==> src/hw/agc_param_pkg.sv <==
// Constants, field layouts and carrier types of the AGC parameter register bank
package agc_param_pkg;

    // ****************************************************************
    // Register offsets
    // ****************************************************************
    localparam logic [7:0] OFS_LEFT_GAIN = 8'h5D;  // Left applied gain readback
    localparam logic [7:0] OFS_CTRL_ONE = 8'h5E;   // Right enable, target, gain hysteresis
    localparam logic [7:0] OFS_CTRL_TWO = 8'h5F;   // Right level hysteresis, noise threshold
    localparam logic [7:0] OFS_MAX_GAIN = 8'h60;   // Right maximum gain
    localparam logic [7:0] OFS_ATTACK = 8'h61;     // Right attack time and scale

    // ****************************************************************
    // Field positions
    // ****************************************************************
    localparam int CTL1_EN_BIT = 7;
    localparam int CTL1_TGT_HI = 6;
    localparam int CTL1_TGT_LO = 4;
    localparam int CTL1_GHYS_HI = 1;
    localparam int CTL1_GHYS_LO = 0;
    localparam int CTL2_LHYS_HI = 7;
    localparam int CTL2_LHYS_LO = 6;
    localparam int CTL2_NOISE_HI = 5;
    localparam int CTL2_NOISE_LO = 1;
    localparam int MAXG_HI = 6;
    localparam int MAXG_LO = 0;
    localparam int ATK_BASE_HI = 7;
    localparam int ATK_BASE_LO = 3;
    localparam int ATK_SCALE_HI = 2;
    localparam int ATK_SCALE_LO = 0;

    // ****************************************************************
    // Reset values and reserved-bit masks
    // ****************************************************************
    localparam logic [7:0] BYTE_ZERO = 8'h00;
    localparam logic [7:0] GAIN_RST = 8'h00;       // Applied gain 0.0 dB
    localparam logic [7:0] GAIN_MIN = 8'hE8;       // -12.0 dB floor of the gain code
    localparam logic [6:0] MAX_GAIN_RST = 7'h7F;   // 63.5 dB
    localparam logic [1:0] LHYS_OFF = 2'h3;        // Level hysteresis off code
    localparam logic [7:0] CTL1_RSVD = 8'h0C;
    localparam logic [7:0] CTL2_RSVD = 8'h01;
    localparam logic [7:0] MAXG_RSVD = 8'h80;

    // ****************************************************************
    // Attack time arithmetic, in ADC word clocks
    // ****************************************************************
    localparam int ATK_W = 18;                     // 63*32*128 fits in 18 bits
    localparam int ATK_UNIT_SHIFT = 5;             // Base unit of 32 word clocks
    localparam logic [ATK_W-1:0] ATK_ONE = 18'h00001;

    // ****************************************************************
    // Carrier types
    // ****************************************************************
    typedef struct packed {
        logic wr;                                  // Write strobe
        logic rd;                                  // Read strobe
        logic [7:0] addr;                          // Register offset
        logic [7:0] wdata;                         // Write data
    } reg_req_t;

    typedef struct packed {
        logic enable;
        logic [2:0] target;
        logic [1:0] gain_hyst;
        logic [1:0] level_hyst;
        logic [4:0] noise_thr;
        logic [6:0] max_gain;
        logic [4:0] atk_base;
        logic [2:0] atk_scale;
    } agc_cfg_t;

    // Effective attack time: (2n+1)*32 word clocks times 2^scale
    function automatic logic [ATK_W-1:0] attack_words(input logic [4:0] base,
                                                      input logic [2:0] scale);
        logic [ATK_W-1:0] odd;
        odd = {12'h000, base, 1'b1};
        return (odd << ATK_UNIT_SHIFT) << scale;
    endfunction

endpackage

==> src/hw/agc_param_registers.sv <==
// AGC parameter register bank with gain limiter and attack timer
`timescale 1ns/10ps
`default_nettype none

module agc_param_registers
    import agc_param_pkg::*;
(
    input wire logic clk_sys_i,                    // 200 MHz system clock
    input wire logic rst_n_i,                      // Async reset, active low
    input wire reg_req_t reg_req_i,                // Register bus request
    output logic [7:0] rd_data_o,                  // Read data, cycle after strobe
    input wire logic [7:0] left_gain_i,            // Gain applied by left AGC engine
    input wire logic [7:0] right_gain_req_i,       // Gain asked by right AGC engine
    input wire logic word_clk_en_i,                // One pulse per ADC word clock
    output agc_cfg_t cfg_o,                        // Right AGC settings
    output logic [7:0] right_gain_o,               // Limited right applied gain
    output logic [ATK_W-1:0] attack_words_o,       // Effective attack, word clocks
    output logic attack_tick_o,                    // Pulse when an attack period ends
    output logic noise_gate_on_o                   // Noise gate active
);

    // ****************************************************************
    // Register state
    // ****************************************************************
    agc_cfg_t cfg_ff;
    agc_cfg_t nxt_cfg;
    logic [7:0] left_ff;
    logic [7:0] nxt_left;
    logic [7:0] rdata_ff;
    logic [7:0] nxt_rdata;

    // ****************************************************************
    // Datapath state
    // ****************************************************************
    logic [7:0] gain_ff;
    logic [7:0] nxt_gain;
    logic [ATK_W-1:0] atk_words_ff;
    logic [ATK_W-1:0] nxt_atk_words;
    logic noise_ff;
    logic nxt_noise;
    logic [ATK_W-1:0] atk_cnt_ff;
    logic [ATK_W-1:0] nxt_atk_cnt;
    logic tick_ff;
    logic nxt_tick;

    // Read mux used only by the bus read path
    function automatic logic [7:0] read_value(input logic [7:0] addr,
                                              input agc_cfg_t c,
                                              input logic [7:0] left);
        logic [7:0] v;
        v = BYTE_ZERO;
        case (addr)
            OFS_LEFT_GAIN: begin
                v = left;
            end
            OFS_CTRL_ONE: begin
                v[CTL1_EN_BIT] = c.enable;
                v[CTL1_TGT_HI:CTL1_TGT_LO] = c.target;
                v[CTL1_GHYS_HI:CTL1_GHYS_LO] = c.gain_hyst;
            end
            OFS_CTRL_TWO: begin
                v[CTL2_LHYS_HI:CTL2_LHYS_LO] = c.level_hyst;
                v[CTL2_NOISE_HI:CTL2_NOISE_LO] = c.noise_thr;
            end
            OFS_MAX_GAIN: begin
                v[MAXG_HI:MAXG_LO] = c.max_gain;
            end
            OFS_ATTACK: begin
                v[ATK_BASE_HI:ATK_BASE_LO] = c.atk_base;
                v[ATK_SCALE_HI:ATK_SCALE_LO] = c.atk_scale;
            end
            default: begin
                v = BYTE_ZERO;
            end
        endcase
        return v;
    endfunction

    // ****************************************************************
    // Register file: write decode, readback capture, read data
    // ****************************************************************

    // Writes only touch defined fields, so stray reserved bits are dropped
    always_comb begin
        nxt_cfg = cfg_ff;
        nxt_left = left_gain_i;
        nxt_rdata = BYTE_ZERO;
        if (reg_req_i.wr) begin
            case (reg_req_i.addr)
                OFS_CTRL_ONE: begin
                    nxt_cfg.enable = reg_req_i.wdata[CTL1_EN_BIT];
                    nxt_cfg.target = reg_req_i.wdata[CTL1_TGT_HI:CTL1_TGT_LO];
                    nxt_cfg.gain_hyst = reg_req_i.wdata[CTL1_GHYS_HI:CTL1_GHYS_LO];
                end
                OFS_CTRL_TWO: begin
                    nxt_cfg.level_hyst = reg_req_i.wdata[CTL2_LHYS_HI:CTL2_LHYS_LO];
                    nxt_cfg.noise_thr = reg_req_i.wdata[CTL2_NOISE_HI:CTL2_NOISE_LO];
                end
                OFS_MAX_GAIN: begin
                    nxt_cfg.max_gain = reg_req_i.wdata[MAXG_HI:MAXG_LO];
                end
                OFS_ATTACK: begin
                    nxt_cfg.atk_base = reg_req_i.wdata[ATK_BASE_HI:ATK_BASE_LO];
                    nxt_cfg.atk_scale = reg_req_i.wdata[ATK_SCALE_HI:ATK_SCALE_LO];
                end
                default: begin
                    nxt_cfg = cfg_ff;              // Read-only or unmapped: ignored
                end
            endcase
        end
        if (reg_req_i.rd) begin
            nxt_rdata = read_value(reg_req_i.addr, cfg_ff, left_ff);
        end
    end

    // Read data holds for one cycle only, then returns to zero
    always_ff @(posedge clk_sys_i or negedge rst_n_i) begin
        if (!rst_n_i) begin
            cfg_ff <= '{enable: 1'b0, target: 3'h0, gain_hyst: 2'h0, level_hyst: 2'h0,
                        noise_thr: 5'h00, max_gain: MAX_GAIN_RST, atk_base: 5'h00,
                        atk_scale: 3'h0};
            left_ff <= GAIN_RST;
            rdata_ff <= BYTE_ZERO;
        end else begin
            cfg_ff <= nxt_cfg;
            left_ff <= nxt_left;
            rdata_ff <= nxt_rdata;
        end
    end

    // ****************************************************************
    // Gain limiter and derived settings
    // ****************************************************************

    // Engine request is clamped to the programmed ceiling and the code floor;
    // a disabled channel sits at 0 dB rather than holding a stale gain
    always_comb begin
        nxt_gain = GAIN_RST;
        if (cfg_ff.enable) begin
            if ($signed(right_gain_req_i) > $signed({1'b0, cfg_ff.max_gain})) begin
                nxt_gain = {1'b0, cfg_ff.max_gain};
            end else if ($signed(right_gain_req_i) < $signed(GAIN_MIN)) begin
                nxt_gain = GAIN_MIN;
            end else begin
                nxt_gain = right_gain_req_i;
            end
        end
        nxt_atk_words = attack_words(cfg_ff.atk_base, cfg_ff.atk_scale);
        nxt_noise = cfg_ff.enable && (cfg_ff.noise_thr != 5'h00);
    end

    // Registered so every output comes straight from a flip-flop
    always_ff @(posedge clk_sys_i or negedge rst_n_i) begin
        if (!rst_n_i) begin
            gain_ff <= GAIN_RST;
            atk_words_ff <= ATK_ONE << ATK_UNIT_SHIFT;
            noise_ff <= 1'b0;
        end else begin
            gain_ff <= nxt_gain;
            atk_words_ff <= nxt_atk_words;
            noise_ff <= nxt_noise;
        end
    end

    // ****************************************************************
    // Attack period timer, counted in ADC word clocks
    // ****************************************************************

    // A shortened setting takes effect at once: the count restarts when it
    // has already passed the new period instead of wrapping the full range
    always_comb begin
        nxt_atk_cnt = atk_cnt_ff;
        nxt_tick = 1'b0;
        if (!cfg_ff.enable) begin
            nxt_atk_cnt = '0;
        end else if (word_clk_en_i) begin
            if (atk_cnt_ff >= atk_words_ff - ATK_ONE) begin
                nxt_atk_cnt = '0;
                nxt_tick = 1'b1;
            end else begin
                nxt_atk_cnt = atk_cnt_ff + ATK_ONE;
            end
        end
    end

    // Tick is a single-cycle pulse
    always_ff @(posedge clk_sys_i or negedge rst_n_i) begin
        if (!rst_n_i) begin
            atk_cnt_ff <= '0;
            tick_ff <= 1'b0;
        end else begin
            atk_cnt_ff <= nxt_atk_cnt;
            tick_ff <= nxt_tick;
        end
    end

    // Outputs
    assign rd_data_o = rdata_ff;
    assign cfg_o = cfg_ff;
    assign right_gain_o = gain_ff;
    assign attack_words_o = atk_words_ff;
    assign attack_tick_o = tick_ff;
    assign noise_gate_on_o = noise_ff;

    // ****************************************************************
    // Checks
    // ****************************************************************

    left_readback_a: assert property (
        @(posedge clk_sys_i) disable iff (!rst_n_i)
        reg_req_i.rd && reg_req_i.addr == OFS_LEFT_GAIN |=> rd_data_o == $past(left_ff))
        else $error("left gain readback mismatch");

    enable_write_a: assert property (
        @(posedge clk_sys_i) disable iff (!rst_n_i)
        reg_req_i.wr && reg_req_i.addr == OFS_CTRL_ONE
        |=> cfg_o.enable == $past(reg_req_i.wdata[CTL1_EN_BIT]))
        else $error("enable bit not written");

    ctrl_one_read_a: assert property (
        @(posedge clk_sys_i) disable iff (!rst_n_i)
        reg_req_i.wr && reg_req_i.addr == OFS_CTRL_ONE ##1
        reg_req_i.rd && reg_req_i.addr == OFS_CTRL_ONE
        |=> rd_data_o == ($past(reg_req_i.wdata, 2) & ~CTL1_RSVD))
        else $error("control one readback wrong");

    gain_hyst_field_a: assert property (
        @(posedge clk_sys_i) disable iff (!rst_n_i)
        reg_req_i.wr && reg_req_i.addr == OFS_CTRL_ONE
        |=> cfg_o.gain_hyst == $past(reg_req_i.wdata[CTL1_GHYS_HI:CTL1_GHYS_LO]))
        else $error("gain hysteresis field wrong");

    level_hyst_hold_a: assert property (
        @(posedge clk_sys_i) disable iff (!rst_n_i)
        !(reg_req_i.wr && reg_req_i.addr == OFS_CTRL_TWO) |=> $stable(cfg_o.level_hyst))
        else $error("level hysteresis changed without write");

    noise_gate_a: assert property (
        @(posedge clk_sys_i) disable iff (!rst_n_i)
        noise_gate_on_o == $past(cfg_ff.enable && cfg_ff.noise_thr != 5'h00))
        else $error("noise gate state wrong");

    max_gain_read_a: assert property (
        @(posedge clk_sys_i) disable iff (!rst_n_i)
        reg_req_i.rd && reg_req_i.addr == OFS_MAX_GAIN
        |=> rd_data_o == {1'b0, $past(cfg_ff.max_gain)})
        else $error("max gain readback wrong");

    attack_tick_a: assert property (
        @(posedge clk_sys_i) disable iff (!rst_n_i)
        attack_tick_o |-> $past(word_clk_en_i) && $past(cfg_ff.enable))
        else $error("attack tick without word clock");

    attack_scale_a: assert property (
        @(posedge clk_sys_i) disable iff (!rst_n_i)
        reg_req_i.wr && reg_req_i.addr == OFS_ATTACK ##1 !reg_req_i.wr[*1]
        |=> attack_words_o == attack_words($past(reg_req_i.wdata[ATK_BASE_HI:ATK_BASE_LO], 2),
                                           $past(reg_req_i.wdata[ATK_SCALE_HI:ATK_SCALE_LO], 2)))
        else $error("effective attack time wrong");

    // Each register is masked with its own reserved bits only; a shared mask
    // would hit live fields such as the enable bit
    reserved_zero_a: assert property (
        @(posedge clk_sys_i) disable iff (!rst_n_i)
        $past(reg_req_i.rd)
        |-> ($past(reg_req_i.addr) != OFS_CTRL_ONE || (rd_data_o & CTL1_RSVD) == BYTE_ZERO)
        && ($past(reg_req_i.addr) != OFS_CTRL_TWO || (rd_data_o & CTL2_RSVD) == BYTE_ZERO)
        && ($past(reg_req_i.addr) != OFS_MAX_GAIN || (rd_data_o & MAXG_RSVD) == BYTE_ZERO))
        else $error("reserved bits read nonzero");

    gain_ceiling_a: assert property (
        @(posedge clk_sys_i) disable iff (!rst_n_i)
        $past(cfg_ff.enable) |-> $signed(right_gain_o) <= $signed({1'b0, $past(cfg_ff.max_gain)}))
        else $error("applied gain above maximum");

    // Large cuts from the engine must stay inside the signed code range
    gain_floor_a: assert property (
        @(posedge clk_sys_i) disable iff (!rst_n_i)
        $signed(right_gain_o) >= $signed(GAIN_MIN))
        else $error("applied gain below code floor");

    // A disabled channel must not pass the engine request to the output
    disabled_gain_a: assert property (
        @(posedge clk_sys_i) disable iff (!rst_n_i)
        !$past(cfg_ff.enable) |-> right_gain_o == GAIN_RST)
        else $error("gain applied while disabled");

    unmapped_read_a: assert property (
        @(posedge clk_sys_i) disable iff (!rst_n_i)
        reg_req_i.rd && (reg_req_i.addr < OFS_LEFT_GAIN || reg_req_i.addr > OFS_ATTACK)
        |=> rd_data_o == BYTE_ZERO)
        else $error("unmapped read nonzero");

endmodule

`default_nettype wire

==> config.mk <==
export PLATFORM = sky130hd
export DESIGN_NAME = agc_param_registers
export DESIGN_NICKNAME = d
export VERILOG_FILES = /design/src/hw/agc_param_pkg.sv /design/src/hw/agc_param_registers.sv
export SDC_FILE = /design/constraint.sdc
export NUM_CORES = 1
export LEC_CHECK = 0
export ABC_AREA = 1
export BUFFER_PORTS_ARGS = -buffer_cell sky130_fd_sc_hd__buf_2
export CORE_MARGIN = 2
export CORE_UTILIZATION = 55
export DETAILED_ROUTE_END_ITERATION = 16
export PLACE_DENSITY = 0.8
export SYNTH_ARGS = -nofsm -noshare
export SYNTH_HDL_FRONTEND = slang
export SYNTH_SLANG_ARGS = --single-unit
==> constraint.sdc <==
create_clock -name clk_sys_i -period 3.5 [get_ports clk_sys_i]
set_input_delay 0.35 -clock clk_sys_i [delete_from_list [all_inputs] [get_ports clk_sys_i]]
set_output_delay 0.35 -clock clk_sys_i [all_outputs]
set_load 0.005 [all_outputs]
==> flow_metrics.py <==
metrics = {
    "sta": {
        "rsz0062_at_grt": "no",
        "final.period_utilization": 0.8418,
        "upper_clock_frequency_limit_mhz": 339.4,
        "fin_tns_setup_ns": 0,
        "layout_min_cycle_time_ns": 2.946,
        "final.setup_skew_ns": 0.008485,
        "slew_headroom": 0.3056,
        "worst_slack_ns": 0.5536,
        "tightest_slew_ns": 1.042,
        "hold_viol": 0,
        "timing.final.setup_violations": 0,
        "holdWs_ns": 0.09113,
        "finalMaxSlewViolations": 0,
    },
    "grt": {
        "antenna_violations_before_repair": 0,
        "grt_pass1_vias": 4406,
        "global_route.overflow_total": 0,
        "grt.total_usage": 0.2624,
        "grt_first_pass_wirelength_mm": 20.71,
        "grt_max_degree": 86,
    },
    "run_status": {
        "outcome": "complete, no violations",
    },
    "critical_path": {
        "critPathCaptureType": "flop",
        "path_cells": "inv_1 > ha_1 > inv_1 > nor2_1 > inv_1 > nor3_1 > nand2_1 > xor2_1 > ha_1 > nand2_1 > nand2_1 > nand2_1 > nand2_1 > a21oi_1 > nand3_2 > o21ai_0",
        "most_used_cell_along_the_critical_path": "sky130_fd_sc_hd__nand2_1",
        "critical_path_buf_inv_count": 3,
        "cp_slowest_stage_delay_ns": 0.39,
        "endpoint": "atk_cnt_ff[2]$_DFFE_PN0P_",
        "highest_net_fanout_along_the_worst_path": 17,
        "crit_reg_reg_endpoint": "atk_cnt_ff[2]$_DFFE_PN0P_",
        "crit-reg2reg-launch": "attack_words_o[5]$_DFF_PN1_",
        "reg2reg_setup_slack_ns": 0.55,
        "critPathLaunch": "attack_words_o[5]$_DFF_PN1_",
        "crit_path_start_kind": "flop",
        "slowest_stage": "sky130_fd_sc_hd__dfstp_2",
        "path_depth": 16,
        "cp_data_required_time_ns": 3.76,
        "cp.arrival_ns": 3.21,
        "path_class": "flop to flop",
        "path_delay_family": "simple AND/OR/NAND/NOR gates",
        "timing.reg2reg.worst_path_depth": 16,
    },
    "die": {
        "die_w_um": 98.68,
        "dieArea_sq_um": 9737,
        "initial_core_util": 0.5653,
        "placementRows": 34,
        "boundaryPins": 101,
        "die_h_um": 98.68,
        "core_region_area_sq_um": 8721,
    },
    "place": {
        "post-place-cells": 838,
        "postPlaceCellArea_sq_um": 5451,
        "post-dp-hpwl_mm": 9.618,
        "pre_cts_slack_ns": 0.3618,
        "place.gp.congestion": 0.9398,
        "io_buffers": 95,
    },
    "cells_and_area": {
        "seq_area_sq_um": 2137,
        "multi_input_comb_area_sq_um": 2401,
        "utilization": 0.6496,
        "antenna-diode-count": 0,
        "finalNetCount": 801,
        "post-route-cell-area_sq_um": 5665,
        "layout-drive-gt1-share": 0.2024,
        "final_common_cell": "sky130_fd_sc_hd__nand2_1",
        "final_cell_count_no_fill": 854,
        "layout_common_cells": "sky130_fd_sc_hd__nand2_1, sky130_fd_sc_hd__buf_2, sky130_fd_sc_hd__dfrtp_1",
        "nFillCells": 737,
        "synthToLayoutAreaGrowth_pct": 14.92,
    },
    "clock_tree": {
        "cts_buffer_depth": 2,
        "cts.root.buffer_cell": "sky130_fd_sc_hd__clkbuf_8",
        "worst_skew_pair.late_latency_ns": 0.35,
        "cts_num_sinks": 85,
        "cts.hold.buffers_added": 0,
        "htree_levels": 3,
        "cts_made_buffers": 9,
        "tritoncts": "yes",
        "path_clk_slew_ns": 0.09,
        "postCtsSetupRepairBufs": 0,
    },
    "logic_synthesis": {
        "synthesis.yosys.warnings": 0,
        "syn-instance-count": 647,
        "ys_seq_area_frac": 0.4335,
        "synth.cell_area_sq_um": 4930,
        "synth_area_per_cell_sq_um": 7.619,
        "synth_seq_cells": 85,
        "synth.distinct_cells": 40,
    },
    "detailed_routing": {
        "detailedRoute.firstIterationViolations": 364,
        "wirelength_mm": 12.47,
        "remaining_drc_errors": 0,
        "firstDrtPassIters": 6,
        "via_per_inst": 5.430,
        "detail-route-antenna-nets": 0,
        "routed_wire_length_per_instance_um": 14.61,
        "via_count": 4637,
    },
    "hold_path": {
        "min_path_type": "primary input to flop",
    },
    "job": {
        "cap_viol_max_count": 0,
    },
    "power_and_ir_drop": {
        "power_leakage_nw": 2.952,
        "report.power.total_mw": 2.074,
        "power_density_nw_per_um2": 366.2,
        "power.ir.vdd_worst_mv": 0.1919,
    },
}
## sequential cells by signal, indices dropped and copies added (netlist names)
name and cells:
cfg_o 28, rd_data_o 8, attack_tick_o 1, left_ff 8, right_gain_o 8, noise_gate_on_o 1, attack_words_o 13, atk_cnt_ff 18
## what timing repair did
action,in CTS,in global routing
setup endpoints to repair,0,3
hold endpoints to repair,0,0
gates resized for setup,0,1
## worst min-delay path by stage
stage | depth (start not counted) | from | endpoint
6_report | 1 | left_gain_i[6] | left_ff[6]$_DFF_PN0_
5_1_grt | 1 | left_gain_i[4] | left_ff[4]$_DFF_PN0_
4_1_cts | 1 | left_gain_i[7] | left_ff[7]$_DFF_PN0_
3_5_place_dp | 1 | left_gain_i[6] | left_ff[6]$_DFF_PN0_
3_3_place_gp | 1 | left_gain_i[1] | left_ff[1]$_DFF_PN0_
2_1_floorplan | 0 | rst_n_i | atk_cnt_ff[0]$_DFFE_PN0P_
## area by class of cell
cell class,count,share of cell area
clock buffers,10,0.02429
clock inverters,6,0.01259
multi-input cells,469,0.4238
well taps,108,0.02385
repair buffers,95,0.08436
inverters,81,0.05389
flip-flops and latches,85,0.3772
## routing by layer
metal / routed length, um / global-route usage / vias up
li1: - / - / 2261
met1: 5409 / 0.3608 / 2169
met2: 6003 / 0.4270 / 183
met3: 859 / 0.04681 / 24
met4: 202 / 0.08219 / 0
met5: 0 / 0 / -
## Yosys cell counts
cell type,count,area [sq um]
sky130_fd_sc_hd__nand2_1,182,683.2
sky130_fd_sc_hd__dfrtp_1,77,1927
sky130_fd_sc_hd__nor2_1,75,281.5
sky130_fd_sc_hd__inv_1,73,274.0
sky130_fd_sc_hd__nand3_1,50,250.2
sky130_fd_sc_hd__o21ai_0,35,175.2
sky130_fd_sc_hd__ha_1,23,287.8
sky130_fd_sc_hd__a21oi_1,11,55.05
sky130_fd_sc_hd__nor3_1,11,55.05
sky130_fd_sc_hd__xor2_1,10,87.58
sky130_fd_sc_hd__o22ai_1,9,56.30
sky130_fd_sc_hd__dfstp_2,8,210.2
sky130_fd_sc_hd__nand4_1,8,50.05
sky130_fd_sc_hd__o21ai_1,8,40.04
sky130_fd_sc_hd__o21ai_2,7,61.31
sky130_fd_sc_hd__or2_2,6,37.54
sky130_fd_sc_hd__buf_4,5,37.54
sky130_fd_sc_hd__inv_2,5,18.77
sky130_fd_sc_hd__buf_2,4,20.02
sky130_fd_sc_hd__clkbuf_1,4,15.01
sky130_fd_sc_hd__buf_6,3,33.78
sky130_fd_sc_hd__mux2i_1,3,30.03
sky130_fd_sc_hd__nor3_2,3,30.03
sky130_fd_sc_hd__o21bai_1,3,22.52
sky130_fd_sc_hd__xnor2_1,3,26.28
sky130_fd_sc_hd__a21boi_0,2,15.01
sky130_fd_sc_hd__and2_1,2,12.51
sky130_fd_sc_hd__clkinv_1,2,7.510
sky130_fd_sc_hd__nand2_2,2,12.51
sky130_fd_sc_hd__nor2_2,2,12.51
sky130_fd_sc_hd__nor3_4,2,32.53
sky130_fd_sc_hd__a21o_1,1,7.510
sky130_fd_sc_hd__clkinv_2,1,5.000
sky130_fd_sc_hd__conb_1,1,3.750
sky130_fd_sc_hd__nand2_4,1,11.26
sky130_fd_sc_hd__nand3_2,1,10.01
sky130_fd_sc_hd__o2111ai_1,1,8.760
sky130_fd_sc_hd__o211ai_1,1,7.510
sky130_fd_sc_hd__o41ai_1,1,8.760
sky130_fd_sc_hd__or2_4,1,8.760
## cells by family (layout without fill, tap and decap cells)
family          after synthesis  after routing  share of synthesized area
mux                           3              3                   0.006092
fa+ha+maj                    23             23                    0.05838
buf+inv                      97            192                    0.08350
flops                        85             85                     0.4335
compound gates               79             79                    0.09289
xor+xnor                     13             13                    0.02310
other cells                   1              5                  0.0007607
simple gates                346            346                     0.3018
## where the power goes
part | switching, mW | internal [mW]
Combinational | 0.186 | 0.112
Clock | 0.365 | 0.355
Sequential | 0.0387 | 1.02
Note: power is estimated with default switching activity, not from simulation.
